===== config.mk =====
export PLATFORM = sky130hd
export DESIGN_NAME = wpl_wakeup_power_latch
export DESIGN_NICKNAME = d
export VERILOG_FILES = /design/src/rtl/wpl_pkg.sv /design/src/rtl/wpl_wakeup_power_latch.sv
export VERILOG_INCLUDE_DIRS = /design/src /design/src/rtl
export SDC_FILE = /design/constraint.sdc
export NUM_CORES = 1
export LEC_CHECK = 0
export BUFFER_PORTS_ARGS = -buffer_cell sky130_fd_sc_hd__buf_2
export CAP_MARGIN = 0
export CORE_UTILIZATION = 25
export CTS_CLUSTER_SIZE = 12
export DETAILED_ROUTE_END_ITERATION = 8
export MAX_ROUTING_LAYER = met4
export PLACE_DENSITY = 0.45
export SKIP_CTS_REPAIR_TIMING = 1
export SYNTH_ARGS = -nofsm -noshare
export SYNTH_HDL_FRONTEND = slang
export SYNTH_SLANG_ARGS = --single-unit

===== constraint.sdc =====
create_clock -name mclk -period 2.6 [get_ports mclk]
set_input_delay 0.26 -clock mclk [delete_from_list [all_inputs] [get_ports mclk]]
set_output_delay 0.26 -clock mclk [all_outputs]
set_load 0.005 [all_outputs]

===== src/rtl/wpl_defines.svh =====
`ifndef WPL_DEFINES_SVH
`define WPL_DEFINES_SVH
// Clock rate in Hz
`define WPL_CLK_HZ 50000000
// Times in whole microseconds
`define WPL_IGN_FILT_MIN_US 7500
`define WPL_IGN_FILT_CYC ((`WPL_IGN_FILT_MIN_US * (`WPL_CLK_HZ / 1000000)))
`define WPL_CAN_FILT_MIN_US 350
`define WPL_CAN_FILT_CYC ((`WPL_CAN_FILT_MIN_US * (`WPL_CLK_HZ / 1000000)))
`define WPL_SOFT_START_MIN_US 1000
`define WPL_SOFT_START_CYC ((`WPL_SOFT_START_MIN_US * (`WPL_CLK_HZ / 1000000)))
`define WPL_RST_EXT_SHORT_US 1400
`define WPL_RST_EXT_SHORT_CYC ((`WPL_RST_EXT_SHORT_US * (`WPL_CLK_HZ / 1000000)))
`define WPL_RST_EXT_LONG_US 4500
`define WPL_RST_EXT_LONG_CYC ((`WPL_RST_EXT_LONG_US * (`WPL_CLK_HZ / 1000000)))
// Field positions and counter width
`define WPL_SENS_EN_BIT 0
`define WPL_SAF1_OT_BIT 2
`define WPL_CFG_PWRL_BIT 4
`define WPL_STAT_IGN_BIT 0
`define WPL_CNT_W 20
`endif


===== src/rtl/wpl_pkg.sv =====
package wpl_pkg;
  typedef enum logic [4:0] {
    WPL_STANDBY = 5'b00001,
    WPL_RAMP = 5'b00010,
    WPL_RESET = 5'b00100,
    WPL_DIAG = 5'b01000,
    WPL_ACTIVE = 5'b10000
  } wpl_state_t;

  typedef struct packed {
    logic ignFilt;
    logic canLatched;
    logic powerLatch;
    logic trackMode;
    logic sensEnable;
    logic sensOverTemp;
  } wpl_status_t;
endpackage : wpl_pkg


===== src/rtl/wpl_wakeup_power_latch.sv =====
`timescale 1ns/1ns
`include "wpl_defines.svh"
// What this block does
// - Tracking reference above 1.2 V selects tracking mode, grounded selects non-tracking.
// - Sensor mode sampled at first rail ramp-up, then held latched.
// - Sensor supply starts off; MCU enables via control bit 0 after reset release.
// - Enable starts 1-2 ms soft-start; feedback ramps only afterwards.
// - Sensor over-temperature clears only the sensor enable bit.
// - Re-enable needs status bit 2 cleared by read before setting enable.
// - Ignition wake is level-sensitive with 7.5-22 ms deglitch.
// - MCU sets power latch bit 4; device reports filtered ignition at bit 0.
// - Clearing power latch enters standby once neither ignition nor the CAN wake latch holds.
// - Safety config writes, power latch included, accepted only in diagnostic state.
// - A CAN wake event clears the power latch bit.
// - Optional reset-state entry on ignition wake during after-run hold phase.
// - CAN wake is level-sensitive with at least 350 us deglitch.
// - Filtered CAN wake is latched; standby command ends it.
// - Reset to MCU released after extension delay once io and core rails good.
// - Extension 1.4 ms with pin grounded, 4.5 ms with resistor.
module wpl_wakeup_power_latch
  import wpl_pkg::*;
#(
  parameter int IGN_FILT_CYC = `WPL_IGN_FILT_CYC,
  parameter int CAN_FILT_CYC = `WPL_CAN_FILT_CYC,
  parameter int SOFT_START_CYC = `WPL_SOFT_START_CYC,
  parameter int RST_EXT_SHORT_CYC = `WPL_RST_EXT_SHORT_CYC,
  parameter int RST_EXT_LONG_CYC = `WPL_RST_EXT_LONG_CYC
)
(
  input wire logic mclk,
  input wire logic resetn,
  input wire logic ignitionWakeInput,
  input wire logic canWakeInput,
  input wire logic trackAboveThreshold,
  input wire logic ioSupplyRailGood,
  input wire logic coreSupplyRailGood,
  input wire logic resetDelayResistorPin,
  input wire logic sensorOverTemp,
  input wire logic diagRequest,
  input wire logic activeRequest,
  input wire logic postRunResetEnable,
  input wire logic sensEnableWrite,
  input wire logic sensEnableData,
  input wire logic safetyCfgWrite,
  input wire logic [7:0] safetyCfgData,
  input wire logic safetyStat1Read,
  input wire logic canWakeStandbyCommand,
  output logic powerOn,
  output logic mcuResetOutput_n,
  output logic sensorSupplyOutputEnable,
  output logic sensorFeedbackRampEnable,
  output logic [7:0] sensorSupplyControlReg,
  output logic [7:0] safetyFunctionConfigReg,
  output logic [7:0] safetyStat1Reg,
  output logic [7:0] deviceStatusReg,
  output wpl_status_t status,
  output wpl_state_t state
);

  wpl_state_t state_ff, nxt_state;
  logic [`WPL_CNT_W-1:0] ignCnt_ff, canCnt_ff, extCnt_ff, ssCnt_ff;
  logic ignFilt_ff, canFilt_ff, canLatch_ff, pwrLatch_ff;
  logic modeLatched_ff, trackMode_ff, sensEn_ff, otFlag_ff, ssDone_ff;
  logic mcuResetN_ff, powerOn_ff, ignFiltPrev_ff, canFiltPrev_ff;
  logic longExt_ff;

  // Deglitch: a level change must persist for the full filter time
  wire ignDiffers = ignitionWakeInput != ignFilt_ff;
  wire canDiffers = canWakeInput != canFilt_ff;
  wire ignFiltDone = ignDiffers && (ignCnt_ff == `WPL_CNT_W'(IGN_FILT_CYC - 1));
  wire canFiltDone = canDiffers && (canCnt_ff == `WPL_CNT_W'(CAN_FILT_CYC - 1));
  wire canWakeEvent = canFilt_ff && !canFiltPrev_ff;
  wire ignWakeEvent = ignFilt_ff && !ignFiltPrev_ff;
  wire railsGood = ioSupplyRailGood && coreSupplyRailGood;
  wire [`WPL_CNT_W-1:0] extTarget = longExt_ff ? `WPL_CNT_W'(RST_EXT_LONG_CYC - 1)
                                               : `WPL_CNT_W'(RST_EXT_SHORT_CYC - 1);
  wire extDone = extCnt_ff == extTarget;
  wire holdAwake = ignFilt_ff || pwrLatch_ff || canLatch_ff;
  wire inDiag = state_ff == WPL_DIAG;
  wire cfgAccepted = safetyCfgWrite && inDiag;
  wire sensSetReq = sensEnableWrite && sensEnableData && mcuResetN_ff && !otFlag_ff;
  wire postRunIgn = ignWakeEvent && pwrLatch_ff && postRunResetEnable;
  wire inRunState = (state_ff == WPL_DIAG) || (state_ff == WPL_ACTIVE);

  always_comb
  begin
    nxt_state = state_ff;
    case (state_ff)
      WPL_STANDBY:
        if (holdAwake)
          nxt_state = WPL_RAMP;
      WPL_RAMP:
        if (!holdAwake)
          nxt_state = WPL_STANDBY;
        else if (railsGood)
          nxt_state = WPL_RESET;
      WPL_RESET:
        if (!holdAwake)
          nxt_state = WPL_STANDBY;
        else if (!railsGood)
          nxt_state = WPL_RAMP;
        else if (extDone)
          nxt_state = WPL_DIAG;
      WPL_DIAG:
        if (!holdAwake)
          nxt_state = WPL_STANDBY;
        else if (postRunIgn || !railsGood)
          nxt_state = WPL_RESET;
        else if (activeRequest)
          nxt_state = WPL_ACTIVE;
      WPL_ACTIVE:
        if (!holdAwake)
          nxt_state = WPL_STANDBY;
        else if (postRunIgn || !railsGood)
          nxt_state = WPL_RESET;
        else if (diagRequest)
          nxt_state = WPL_DIAG;
      default:
        nxt_state = WPL_STANDBY;
    endcase
  end

  always_ff @(posedge mclk)
  begin
    if (!resetn)
    begin
      state_ff <= WPL_STANDBY;
      ignCnt_ff <= '0;
      canCnt_ff <= '0;
      ignFilt_ff <= 1'b0;
      canFilt_ff <= 1'b0;
      ignFiltPrev_ff <= 1'b0;
      canFiltPrev_ff <= 1'b0;
    end
    else
    begin
      state_ff <= nxt_state;
      ignFiltPrev_ff <= ignFilt_ff;
      canFiltPrev_ff <= canFilt_ff;
      ignCnt_ff <= (ignDiffers && !ignFiltDone) ? ignCnt_ff + 1'b1 : '0;
      canCnt_ff <= (canDiffers && !canFiltDone) ? canCnt_ff + 1'b1 : '0;
      if (ignFiltDone)
        ignFilt_ff <= ignitionWakeInput;
      if (canFiltDone)
        canFilt_ff <= canWakeInput;
    end
  end

  // CAN latch: a new wake beats a standby command arriving in the same cycle
  always_ff @(posedge mclk)
  begin
    if (!resetn)
    begin
      canLatch_ff <= 1'b0;
      pwrLatch_ff <= 1'b0;
    end
    else
    begin
      if (canWakeEvent)
        canLatch_ff <= 1'b1;
      else if (canWakeStandbyCommand)
        canLatch_ff <= 1'b0;
      if (canWakeEvent)
        pwrLatch_ff <= 1'b0;
      else if (cfgAccepted)
        pwrLatch_ff <= safetyCfgData[`WPL_CFG_PWRL_BIT];
    end
  end

  // Mode sampled while the first ramp runs; frozen once rails are up the first time
  always_ff @(posedge mclk)
  begin
    if (!resetn)
    begin
      modeLatched_ff <= 1'b0;
      trackMode_ff <= 1'b0;
      longExt_ff <= 1'b0;
    end
    else if (!modeLatched_ff && state_ff == WPL_RAMP)
    begin
      trackMode_ff <= trackAboveThreshold;
      longExt_ff <= resetDelayResistorPin;
      modeLatched_ff <= railsGood;
    end
  end

  // Reset extension counts only while both rails stay good
  always_ff @(posedge mclk)
  begin
    if (!resetn)
    begin
      extCnt_ff <= '0;
      mcuResetN_ff <= 1'b0;
      powerOn_ff <= 1'b0;
    end
    else
    begin
      extCnt_ff <= (state_ff == WPL_RESET && railsGood && !extDone) ? extCnt_ff + 1'b1 : '0;
      mcuResetN_ff <= (nxt_state == WPL_DIAG) || (nxt_state == WPL_ACTIVE);
      powerOn_ff <= nxt_state != WPL_STANDBY;
    end
  end

  // Over-temperature wins over a same-cycle enable write, and over the read clear only while the supply is on
  always_ff @(posedge mclk)
  begin
    if (!resetn)
    begin
      sensEn_ff <= 1'b0;
      otFlag_ff <= 1'b0;
      ssCnt_ff <= '0;
      ssDone_ff <= 1'b0;
    end
    else
    begin
      if (sensorOverTemp || !inRunState)
        sensEn_ff <= 1'b0;
      else if (sensEnableWrite)
        sensEn_ff <= sensSetReq;
      if (sensorOverTemp && sensEn_ff)
        otFlag_ff <= 1'b1;
      else if (safetyStat1Read)
        otFlag_ff <= 1'b0;
      if (!sensEn_ff)
      begin
        ssCnt_ff <= '0;
        ssDone_ff <= 1'b0;
      end
      else if (ssCnt_ff == `WPL_CNT_W'(SOFT_START_CYC - 1))
        ssDone_ff <= 1'b1;
      else
        ssCnt_ff <= ssCnt_ff + 1'b1;
    end
  end

  always_comb
  begin
    state = state_ff;
    powerOn = powerOn_ff;
    mcuResetOutput_n = mcuResetN_ff;
    sensorSupplyOutputEnable = sensEn_ff;
    sensorFeedbackRampEnable = ssDone_ff;
    sensorSupplyControlReg = {7'h00, sensEn_ff};
    safetyFunctionConfigReg = {3'h0, pwrLatch_ff, 4'h0};
    safetyStat1Reg = {5'h00, otFlag_ff, 2'h0};
    deviceStatusReg = {7'h00, ignFilt_ff};
    status = '{ignFilt: ignFilt_ff, canLatched: canLatch_ff, powerLatch: pwrLatch_ff,
               trackMode: trackMode_ff, sensEnable: sensEn_ff, sensOverTemp: otFlag_ff};
  end

  a_reset_held_low: assert property (@(posedge mclk) disable iff (!resetn)
    (state_ff == WPL_RESET) |=> !mcuResetN_ff || state_ff != WPL_RESET)
    else $error("Reset released while still in reset state");
  a_cfg_diag_only: assert property (@(posedge mclk) disable iff (!resetn)
    (safetyCfgWrite && !inDiag && !canWakeEvent) |=> pwrLatch_ff == $past(pwrLatch_ff))
    else $error("Config write took effect outside diagnostic state");
  a_can_clears_latch: assert property (@(posedge mclk) disable iff (!resetn)
    canWakeEvent |=> !pwrLatch_ff && canLatch_ff)
    else $error("CAN wake did not clear power latch");
  a_ot_disables: assert property (@(posedge mclk) disable iff (!resetn)
    (sensorOverTemp && sensEn_ff) |=> !sensEn_ff && otFlag_ff)
    else $error("Over-temperature did not switch sensor supply off");
  a_reenable_blocked: assert property (@(posedge mclk) disable iff (!resetn)
    (otFlag_ff && !safetyStat1Read) |=> !sensEn_ff)
    else $error("Sensor supply re-enabled before status read");
  a_ramp_after_ss: assert property (@(posedge mclk) disable iff (!resetn)
    $rose(sensEn_ff) |-> !ssDone_ff [*2])
    else $error("Feedback ramp started without soft-start");
  a_standby_when_free: assert property (@(posedge mclk) disable iff (!resetn)
    (!holdAwake && state_ff != WPL_STANDBY) |=> state_ff == WPL_STANDBY)
    else $error("Standby not entered when nothing holds device awake");
  a_mode_frozen: assert property (@(posedge mclk) disable iff (!resetn)
    $past(modeLatched_ff) |-> $stable(trackMode_ff))
    else $error("Sensor mode changed after latching");
  a_sens_off_reset: assert property (@(posedge mclk) disable iff (!resetn)
    !mcuResetN_ff |=> !sensEn_ff || $past(mcuResetN_ff))
    else $error("Sensor supply enabled while MCU held in reset");
  a_ign_filter: assert property (@(posedge mclk) disable iff (!resetn)
    ($past(resetn) && $changed(ignFilt_ff)) |-> $past(ignCnt_ff) == `WPL_CNT_W'(IGN_FILT_CYC - 1))
    else $error("Ignition level accepted before full deglitch time");
  a_can_filter: assert property (@(posedge mclk) disable iff (!resetn)
    ($past(resetn) && $changed(canFilt_ff)) |-> $past(canCnt_ff) == `WPL_CNT_W'(CAN_FILT_CYC - 1))
    else $error("CAN wake level accepted before full deglitch time");
  a_ext_count: assert property (@(posedge mclk) disable iff (!resetn)
    $rose(mcuResetN_ff) |-> $past(extCnt_ff) == (longExt_ff ? `WPL_CNT_W'(RST_EXT_LONG_CYC - 1)
                                                             : `WPL_CNT_W'(RST_EXT_SHORT_CYC - 1)))
    else $error("Reset released after wrong extension time");
  a_ss_length: assert property (@(posedge mclk) disable iff (!resetn)
    $rose(ssDone_ff) |-> $past(ssCnt_ff) == `WPL_CNT_W'(SOFT_START_CYC - 1))
    else $error("Soft-start ended after wrong time");
  a_sens_outside_run: assert property (@(posedge mclk) disable iff (!resetn)
    !inRunState |=> !sensEn_ff)
    else $error("Sensor supply on outside run states");
  a_postrun_reset: assert property (@(posedge mclk) disable iff (!resetn)
    (postRunIgn && inRunState && holdAwake) |=> state_ff == WPL_RESET && !mcuResetN_ff)
    else $error("Ignition wake in after-run phase did not reset MCU");
  a_latch_hold: assert property (@(posedge mclk) disable iff (!resetn)
    (canLatch_ff && !canWakeStandbyCommand) |=> canLatch_ff)
    else $error("CAN wake latch lost without standby command");
  a_wake_leaves_standby: assert property (@(posedge mclk) disable iff (!resetn)
    (state_ff == WPL_STANDBY && holdAwake) |=> state_ff == WPL_RAMP && powerOn_ff)
    else $error("Wake source did not start power-up");

endmodule : wpl_wakeup_power_latch


Word level (Yosys, flattened, before mapping) --
Cells that the tools add are included.
Storage, ports and cells: flip-flop bits (word level) 99, input port bits 25, output and inout bits 47, logic and storage cells 96
Operators by class: $add $sub $neg 4, equality and inequality tests 14, multiplexer cells 18, bitwise operators 1, reductions and logical operators 40
Operator list (number):
- adder 20 x 1 -> 20 bit, second input constant | 4
- two-way mux 5 bit | 12
- case mux 5 bit (5 select lines) | 1
- equality test 20 x 15 -> 1 bit, second input constant | 1
- equality test 20 x 16 -> 1 bit, second input constant | 1
- equality test 20 x 18 -> 1 bit | 1
- equality test 20 x 19 -> 1 bit, second input constant | 1
- two-way mux 18 bit | 1
- logical AND 1 bit | 17
- equality test 5 x 4 -> 1 bit, second input constant | 2
- equality test 5 bit, second input constant | 2
- logical NOT 1 bit | 9
- AND reduction 2 bit | 4
- logical OR 1 bit | 6
- equality test 5 x 1 -> 1 bit, second input constant | 1
- equality test 5 x 2 -> 1 bit, second input constant | 1
- equality test 5 x 3 -> 1 bit, second input constant | 1
- inequality test 5 x 1 -> 1 bit, second input constant | 1
- two-way mux 1 bit | 4
- nonzero test 2 bit | 2
- OR reduction 2 bit | 2
- inequality test 1 bit | 2
- inverter 1 bit | 1

Depth between registers and ports, before layout --
Gate-level depths: netlist of the first run.
word-level depth 10, depth in mapped cells 6, mapped depth without buffers 5

Worst setup path before layout of the first run --
OpenSTA, ideal clock, no wires.
path kind register to register, start register canCnt_ff[7], end register canCnt_ff[10], library setup time 117 ps, arrival 1763 ps, data required time 2483 ps, path slack 720 ps, stages on the path, launching flop included 6, buffers on the path 1, clock period less this slack 1880 ps, cells stage by stage dfxtp_1 > or4b_1 > or4_1 > o211ai_1 > buf_2 > nor2_1
On the way: word-level cells in the longest chain between the ends 5, elaborated cells on any way between the ends 6, classes of those cells add/sub: 1; eq/ne: 1; reduce/logical: 4
RTL lines:
- from (decl) | line wpl_wakeup_power_latch.sv:61 | logic [`WPL_CNT_W-1:0] ignCnt_ff, canCnt_ff, extCnt_ff, ssCnt_ff;
- from (signal assigned) | line wpl_wakeup_power_latch.sv:141 | canCnt_ff <= (canDiffers && !canFiltDone) ? canCnt_ff + 1'b1 : '0;
- branches (longest 5 deep; another with adder 20 x 1 -> 20 bit)
Parallel ways; which one is timed is not known. A chain may end at the register's enable or synchronous reset.

Final worst setup path of the first run --
start register state_ff[4] (netlist: state[4]), end register mcuResetN_ff (netlist: mcuResetOutput_n)
On the way: word-level cells in the longest chain between the ends 6, elaborated cells on any way between the ends 21, classes of those cells eq/ne: 7; mux: 13; reduce/logical: 1
RTL lines:
- from (decl) | line wpl_wakeup_power_latch.sv:60 | wpl_state_t state_ff, nxt_state;
- from (signal assigned) | line wpl_wakeup_power_latch.sv:137 | state_ff <= nxt_state;
- two-way mux 5 bit, on equally long branches | line wpl_wakeup_power_latch.sv:116, wpl_wakeup_power_latch.sv:102, wpl_wakeup_power_latch.sv:109
- two-way mux 5 bit, on equally long branches | line wpl_wakeup_power_latch.sv:114, wpl_wakeup_power_latch.sv:100, wpl_wakeup_power_latch.sv:107
- two-way mux 5 bit, on equally long branches | line wpl_wakeup_power_latch.sv:112, wpl_wakeup_power_latch.sv:98, wpl_wakeup_power_latch.sv:105
- case mux 5 bit (5 select lines) (*) | line wpl_wakeup_power_latch.sv:88 | case (state_ff)
- equality test 5 x 4 -> 1 bit / equality test 5 bit (equally long branches) | line wpl_wakeup_power_latch.sv:199 | mcuResetN_ff <= (nxt_state == WPL_DIAG) || (nxt_state == WPL_ACTIVE);
- logical OR 1 bit (*) | line wpl_wakeup_power_latch.sv:199
- to (signal assigned) | line wpl_wakeup_power_latch.sv:199
- to (decl) | line wpl_wakeup_power_latch.sv:64 | logic mcuResetN_ff, powerOn_ff, ignFiltPrev_ff, canFiltPrev_ff;
Every way passes the cells marked *; elsewhere a longest branch is shown, timed or not.

==> impl_metrics.py, run 1 <==
metrics = {
    "pwr": {
        "p_per_area_nw_per_um2": 549,
        "p_leak_nw": 1.81,
        "max-vdd-ir-drop_v": 0.000253,
        "power_mw": 3.05,
    },
    "drt": {
        "avgRoutedWirePerCell_um": 11.9,
        "antenna_left": 0,
        "drt-total-wl_mm": 10.3,
        "detail_route.first_pass.iterations": 4,
        "drtIter0Drc": 174,
        "vias_per_cell": 4.59,
        "vias": 3988,
        "drc": 0,
    },
    "setup_path": {
        "cp.required_ns": 2.87,
        "cp-start-kind": "flip-flop",
        "critPathKind": "reg -> reg",
        "r2r.worst_path.cells": 4,
        "crit_arrival_ns": 2.31,
        "cp-end-kind": "flip-flop",
        "r2r_start": "state[4]",
        "r2r-end": "mcuResetOutput_n",
        "reg2reg_slack_ns": 0.56,
        "critical_path.max_fanout": 7,
    },
    "sta": {
        "fmax_ghz": 0.490,
        "setup_violations": 0,
        "maxSlewHeadroom_pct": 61.0,
        "clock_skew_ns": 0.00892,
        "final.min_clock_period_ns": 2.04,
        "report.final.hold_viol_count": 0,
        "fin_crit_sh_pct": 78.5,
        "maxSlewViolCount": 0,
        "worst_slew_pin_slew_ns": 0.580,
        "setup-tns-final_ns": 0,
        "rsz0062_at_grt": "false",
        "fin_ws_ns": 0.560,
    },
    "place": {
        "hpwl_mm": 7.45,
        "gp_congestion": 0.751,
        "portBuffers": 36,
        "place_ws_ns": 0.559,
    },
    "layout": {
        "antenna_cells": 0,
        "drive_above_1_share_pct": 10.5,
        "num-nets-final": 633,
        "fillers": 2050,
        "syn_to_final_growth_pct": 12.7,
    },
    "floorplan": {
        "initial_core_util_pct": 25.9,
        "dieArea_um2": 20300,
        "fp-row-count": 50,
        "die-height_um": 142,
        "die_width_um": 142,
        "core_um2": 19000,
        "io_pins": 72,
    },
    "global_routing": {
        "grt_remaining_overflow": 0,
        "grt_pass1_vias": 3753,
        "grt_use_total_pct": 11.3,
        "grt_max_degree": 21,
        "grt_pass1_wl_mm": 17.8,
        "antenna_found_initial": 0,
    },
    "run": {
        "cap_violations": 0,
    },
    "synth": {
        "synth-main-ff-cell": "dfxtp_1",
        "yosysTopAreaCellShare_pct": 40.3,
        "yosys.cell_count.top_type": "dfxtp_1",
        "netlist_area_um2": 4920,
        "synth_top_area_cell": "dfxtp_1",
        "ys_ff_latch": 99,
        "synth_edf_count": 0,
        "ys.warnings.count": 0,
        "ys_top_cells_by_area": "dfxtp_1 40%, buf_4 5.8%, nor2_1 5.0%, xnor2_1 4.8%, xor2_1 3.6%",
        "synth_common_cells": "99 x dfxtp_1, 65 x nor2_1, 38 x buf_4",
        "postSynthCellCount": 575,
        "avgSynthCellArea_um2": 8.56,
        "yosysUniqueCellTypes": 58,
        "ys_seq_area_share_pct": 40.3,
        "async_flop_share_pct": 0,
    },
    "clocking": {
        "cts_tree": "done",
        "clock_path_buffers": 2,
        "cts_buffers": 9,
        "clock_sinks": 99,
        "clk-insertion-delay-late_ns": 0.35,
        "htree_levels": 3,
        "clkSlewWorstSetupHoldPaths_ns": 0.07,
        "cts_root_buffer": "clkbuf_16",
    },
    "status": {
        "status": "completed",
    },
    "hold_path": {
        "hp-class": "in -> reg",
        "min_to": "sensorSupplyOutputEnable",
        "hold_depth": 2,
        "min_from": "sensorOverTemp",
    },
}
state kept, by name (all words and copies together), names as in the netlist:
register                  cells
canCnt_ff                    20
extCnt_ff                    20
ignCnt_ff                    20
ssCnt_ff                     20
state                         5
canFiltPrev_ff                1
canFilt_ff                    1
canLatch_ff                   1
ignFiltPrev_ff                1
ignFilt_ff                    1
longExt_ff                    1
mcuResetOutput_n              1
modeLatched_ff                1
otFlag_ff                     1
powerOn                       1
pwrLatch_ff                   1
sensorFeedbackRampEnable      1
sensorSupplyOutputEnable      1
trackMode_ff                  1
where the power goes:
part | switching (mW) | internal (mW) | leakage [nW] | total (mW)
logic | 0.0385 | 0.0190 | 0.848 | 0.0575
registers | 0.00262 | 1.52 | 0.798 | 1.52
clock network | 0.595 | 0.875 | 0.160 | 1.47
total | 0.636 | 2.41 | 1.81 | 3.05
worst max-delay path by stage:
| stage | start | endpoint | slack (ns) | depth (start not counted) |
|---|---|---|---|---|
| finish | state[4] | mcuResetOutput_n | 0.56 | 4 |
| floorplan | canCnt_ff[7] | canCnt_ff[10] | 0.72 | 5 |
| detailed placement | canCnt_ff[7] | canCnt_ff[10] | 0.56 | 5 |
| global placement | canCnt_ff[7] | canCnt_ff[2] | 0.58 | 5 |
| global route | ignCnt_ff[3] | ignCnt_ff[19] | 0.43 | 4 |
| CTS | canCnt_ff[7] | canCnt_ff[10] | 0.55 | 5 |
per-stage QoR:
stage               cells  utilization, %  hold slack [ns]  instance area [µm²]
floorplan             602               -            0.339                 5020
global placement      853            27.4            0.432                 5220
detailed placement    853            27.4            0.443                 5220
CTS                   869            29.2           0.0670                 5550
global route          869            29.2           0.0820                 5550
finish                869            29.2           0.0894                 5550
logic make-up after synthesis:
logic type,share of synthesized area [%]
adder cells (fa/ha/maj),1.02
AO/OA/AOI/OAI,10.7
XOR/XNOR,8.36
buffers and inverters,8.77
multiplexers,1.02
AND/OR/NAND/NOR,29.8
other,0.0762
flip-flops,40.3
layer usage:
| layer | vias up | global-route usage (%) | share of wire, % |
|---|---|---|---|
| met5 | - | - | 0 |
| met4 | 0 | 3.90 | 1.3 |
| met3 | 8 | 2.93 | 3.4 |
| met2 | 60 | 17.3 | 45 |
| met1 | 1851 | 14.3 | 50 |
| li1 | 2069 | - | - |
cells in the final DEF, fill, tap and decap left out, drive strengths merged, types with 5 or more instances in the layout:
| cell | netlist | routed |
|---|---|---|
| conb | 1 | 28 |
| buf | 45 | 43 |
| o21ai | 22 | 22 |
| xor2 | 20 | 20 |
| nand3 | 34 | 34 |
| dfxtp | 99 | 99 |
| nand4 | 21 | 21 |
| nor4b | 10 | 10 |
| and4 | 8 | 8 |
| or3 | 17 | 17 |
| nor3 | 17 | 17 |
| inv | 16 | 16 |
| a21oi | 32 | 32 |
| nor2 | 65 | 65 |
| nor4 | 8 | 8 |
| nand2 | 29 | 29 |
| and2 | 7 | 7 |
| or4 | 14 | 14 |
| clkbuf | 7 | 11 |
| mux2i | 5 | 5 |
| nand2b | 5 | 5 |
| and3 | 9 | 9 |
| o31ai | 10 | 10 |
| xnor2 | 27 | 27 |
layout make-up:
type / instances / area [µm²] / area share, %
timing repair buffer: 43 / 233 / 4.19
inverter: 17 / 63.8 / 1.15
tap: 260 / 325 / 5.86
clock buffer: 11 / 243 / 4.38
clock inverter: 5 / 86.3 / 1.56
multi-input combinational: 434 / 2620 / 47.1
sequential: 99 / 1980 / 35.7
critical path: stages (launching register included):
cell	delay, ns
dfxtp_1	0.37
or4bb_1	0.59
or3b_1	0.38
or4_4	0.43
a31oi_1	0.19
Note: power is estimated with default switching activity, not from simulation.
==> inputs of run 2 (changes only) <==
clock period = 1.9 ns   (was 2.6 ns; I/O delays follow)
==> impl_metrics.py, run 2 (synthesis results as in run 1) <==
metrics = {
    "layout": {
        "num-nets-final": 688,
        "fillers": 2021,
        "final_cell_mix": "93 x dfxtp_1, 58 x nor2_1, 57 x buf_4",
        "antenna_cells": 0,
        "drive_above_1_share_pct": 22.0,
        "syn_to_final_growth_pct": 24.2,
        "final_common_cell": "dfxtp_1",
        "postLayoutCellArea_um2": 6110,
    },
    "drt": {
        "detail_route.first_pass.iterations": 4,
        "vias_per_cell": 4.61,
        "antenna_left": 0,
        "vias": 4262,
        "avgRoutedWirePerCell_um": 12.0,
        "drtIter0Drc": 201,
        "drt-total-wl_mm": 11.1,
        "drc": 0,
    },
    "setup_path": {
        "cp.required_ns": 2.14,
        "crit_arrival_ns": 2.21,
        "critical_path.max_fanout": 5,
        "critPathKind": "reg -> reg",
        "critPathMaxStageDelay_ns": 0.52,
        "crit_chain": "or4b_1, or4_4, o211ai_1, buf_4, clkbuf_16, nor2_1",
        "critPathLaunch": "canCnt_ff[13]",
        "cpLargestDelayFamily": "simple AND/OR/NAND/NOR gates",
        "cp-end-kind": "flip-flop",
        "cp-start-kind": "flip-flop",
        "reg2reg_slack_ns": -0.07,
        "cp_num_buf_inv": 2,
        "cp-endpoint": "canCnt_ff[8]",
        "crit_cells": 6,
        "r2r-end": "canCnt_ff[8]",
        "r2r_start": "canCnt_ff[13]",
        "r2r.worst_path.cells": 6,
        "crit_slowest_cell": "or4b_1",
    },
    "sta": {
        "setup-tns-final_ns": -1.01,
        "maxSlewViolCount": 0,
        "fmax_ghz": 0.508,
        "setup_violations": 21,
        "final.min_clock_period_ns": 1.97,
        "report.final.hold_viol_count": 0,
        "rsz0062_at_grt": "true",
        "clock_skew_ns": 0.00837,
        "fin_crit_sh_pct": 104,
        "fin_ws_ns": -0.0681,
        "worst_slew_pin_slew_ns": 0.644,
        "maxSlewHeadroom_pct": 56.7,
    },
    "floorplan": {
        "fp-row-count": 50,
        "io_pins": 72,
        "initial_core_util_pct": 25.9,
        "die_width_um": 142,
        "dieArea_um2": 20300,
        "die-height_um": 142,
        "core_um2": 19000,
    },
    "status": {
        "status": "complete, but fails checks",
        "violations": "negative setup slack",
    },
    "global_routing": {
        "grt_max_degree": 21,
        "grt_pass1_vias": 3911,
        "antenna_found_initial": 0,
        "grt_remaining_overflow": 0,
        "grt_use_total_pct": 11.7,
        "grt_pass1_wl_mm": 18.3,
    },
    "place": {
        "portBuffers": 36,
        "hpwl_mm": 8.06,
        "gp_congestion": 0.790,
        "place_area_um2": 5580,
        "place_ws_ns": -0.0570,
    },
    "pwr": {
        "p_leak_nw": 2.12,
        "max-vdd-ir-drop_v": 0.000497,
        "p_per_area_nw_per_um2": 700,
    },
    "clocking": {
        "cts_root_buffer": "clkbuf_16",
        "clk-insertion-delay-late_ns": 0.35,
        "clkSlewWorstSetupHoldPaths_ns": 0.07,
        "clock_sinks": 99,
        "cts_tree": "done",
        "cts_buffers": 9,
        "clock_path_buffers": 2,
        "htree_levels": 3,
    },
    "hold_path": {
        "hp-class": "in -> reg",
    },
    "run": {
        "cap_violations": 0,
    },
}
[run 2: cell types whose count changed in the layout (fill, tap and decap cells not counted), moves of 6 or more]
cell / delta
dfxtp_2: +6
a21oi_1: -6
nor2_1: -7
a21oi_2: +6
dfxtp_1: -6
buf_4: +50
nor2_2: +7
[run 2: final cells by class]
cell class	count	area (µm²)	area share [%]
Multi-Input combinational cell	434	2690	44.1
Sequential cell	99	1990	32.5
Timing Repair Buffer	98	698	11.4
Tap cell	260	325	5.32
Clock buffer	9	225	3.68
Clock inverter	7	116	1.90
Inverter	17	63.8	1.04
[run 2: through the flow]
stage | total power [mW] | cells | utilization (%) | hold slack (ns)
2_1_floorplan | 2.21 | 602 | - | 0.269
3_3_place_gp | 2.21 | 901 | 29.3 | 0.380
3_5_place_dp | 2.21 | 901 | 29.3 | 0.378
4_1_cts | 4.35 | 917 | 31.1 | -0.0124
5_1_grt | 4.47 | 924 | 32.1 | 0.0858
6_report | 4.28 | 924 | 32.1 | 0.0834
[run 2: how the worst min path moves through the flow]
stage                                           to  slack [ns]                 from  cells after the start
final                                 trackMode_ff        0.08  trackAboveThreshold                      3
after global placement    sensorSupplyOutputEnable        0.38       sensorOverTemp                      2
after detailed placement  sensorSupplyOutputEnable        0.38       sensorOverTemp                      2
after CTS                 sensorSupplyOutputEnable       -0.01       sensorOverTemp                      2
after global routing                     otFlag_ff        0.09      safetyStat1Read                      3
after floorplan           sensorSupplyOutputEnable        0.27       sensorOverTemp                      1
[run 2: per-layer routing]
| layer | vias to the layer above | part of all wire [%] | GRT usage (%) |
|---|---|---|---|
| met5 | - | 0 | - |
| met4 | 0 | 0.75 | 3.11 |
| met3 | 5 | 5.1 | 3.77 |
| met2 | 94 | 47 | 18.9 |
| met1 | 1985 | 47 | 14.0 |
| li1 | 2178 | - | - |
[run 2: worst min-delay path, stage by stage]
cell     delay, ns
buf_2         0.08
mux2i_1       0.05
nor2_1        0.07
[run 2: power by group]
part / total (mW) / switching [mW] / internal, mW
registers: 2.08 / 0.00309 / 2.08
logic: 0.111 / 0.0626 / 0.0487
clock network: 2.09 / 0.802 / 1.28
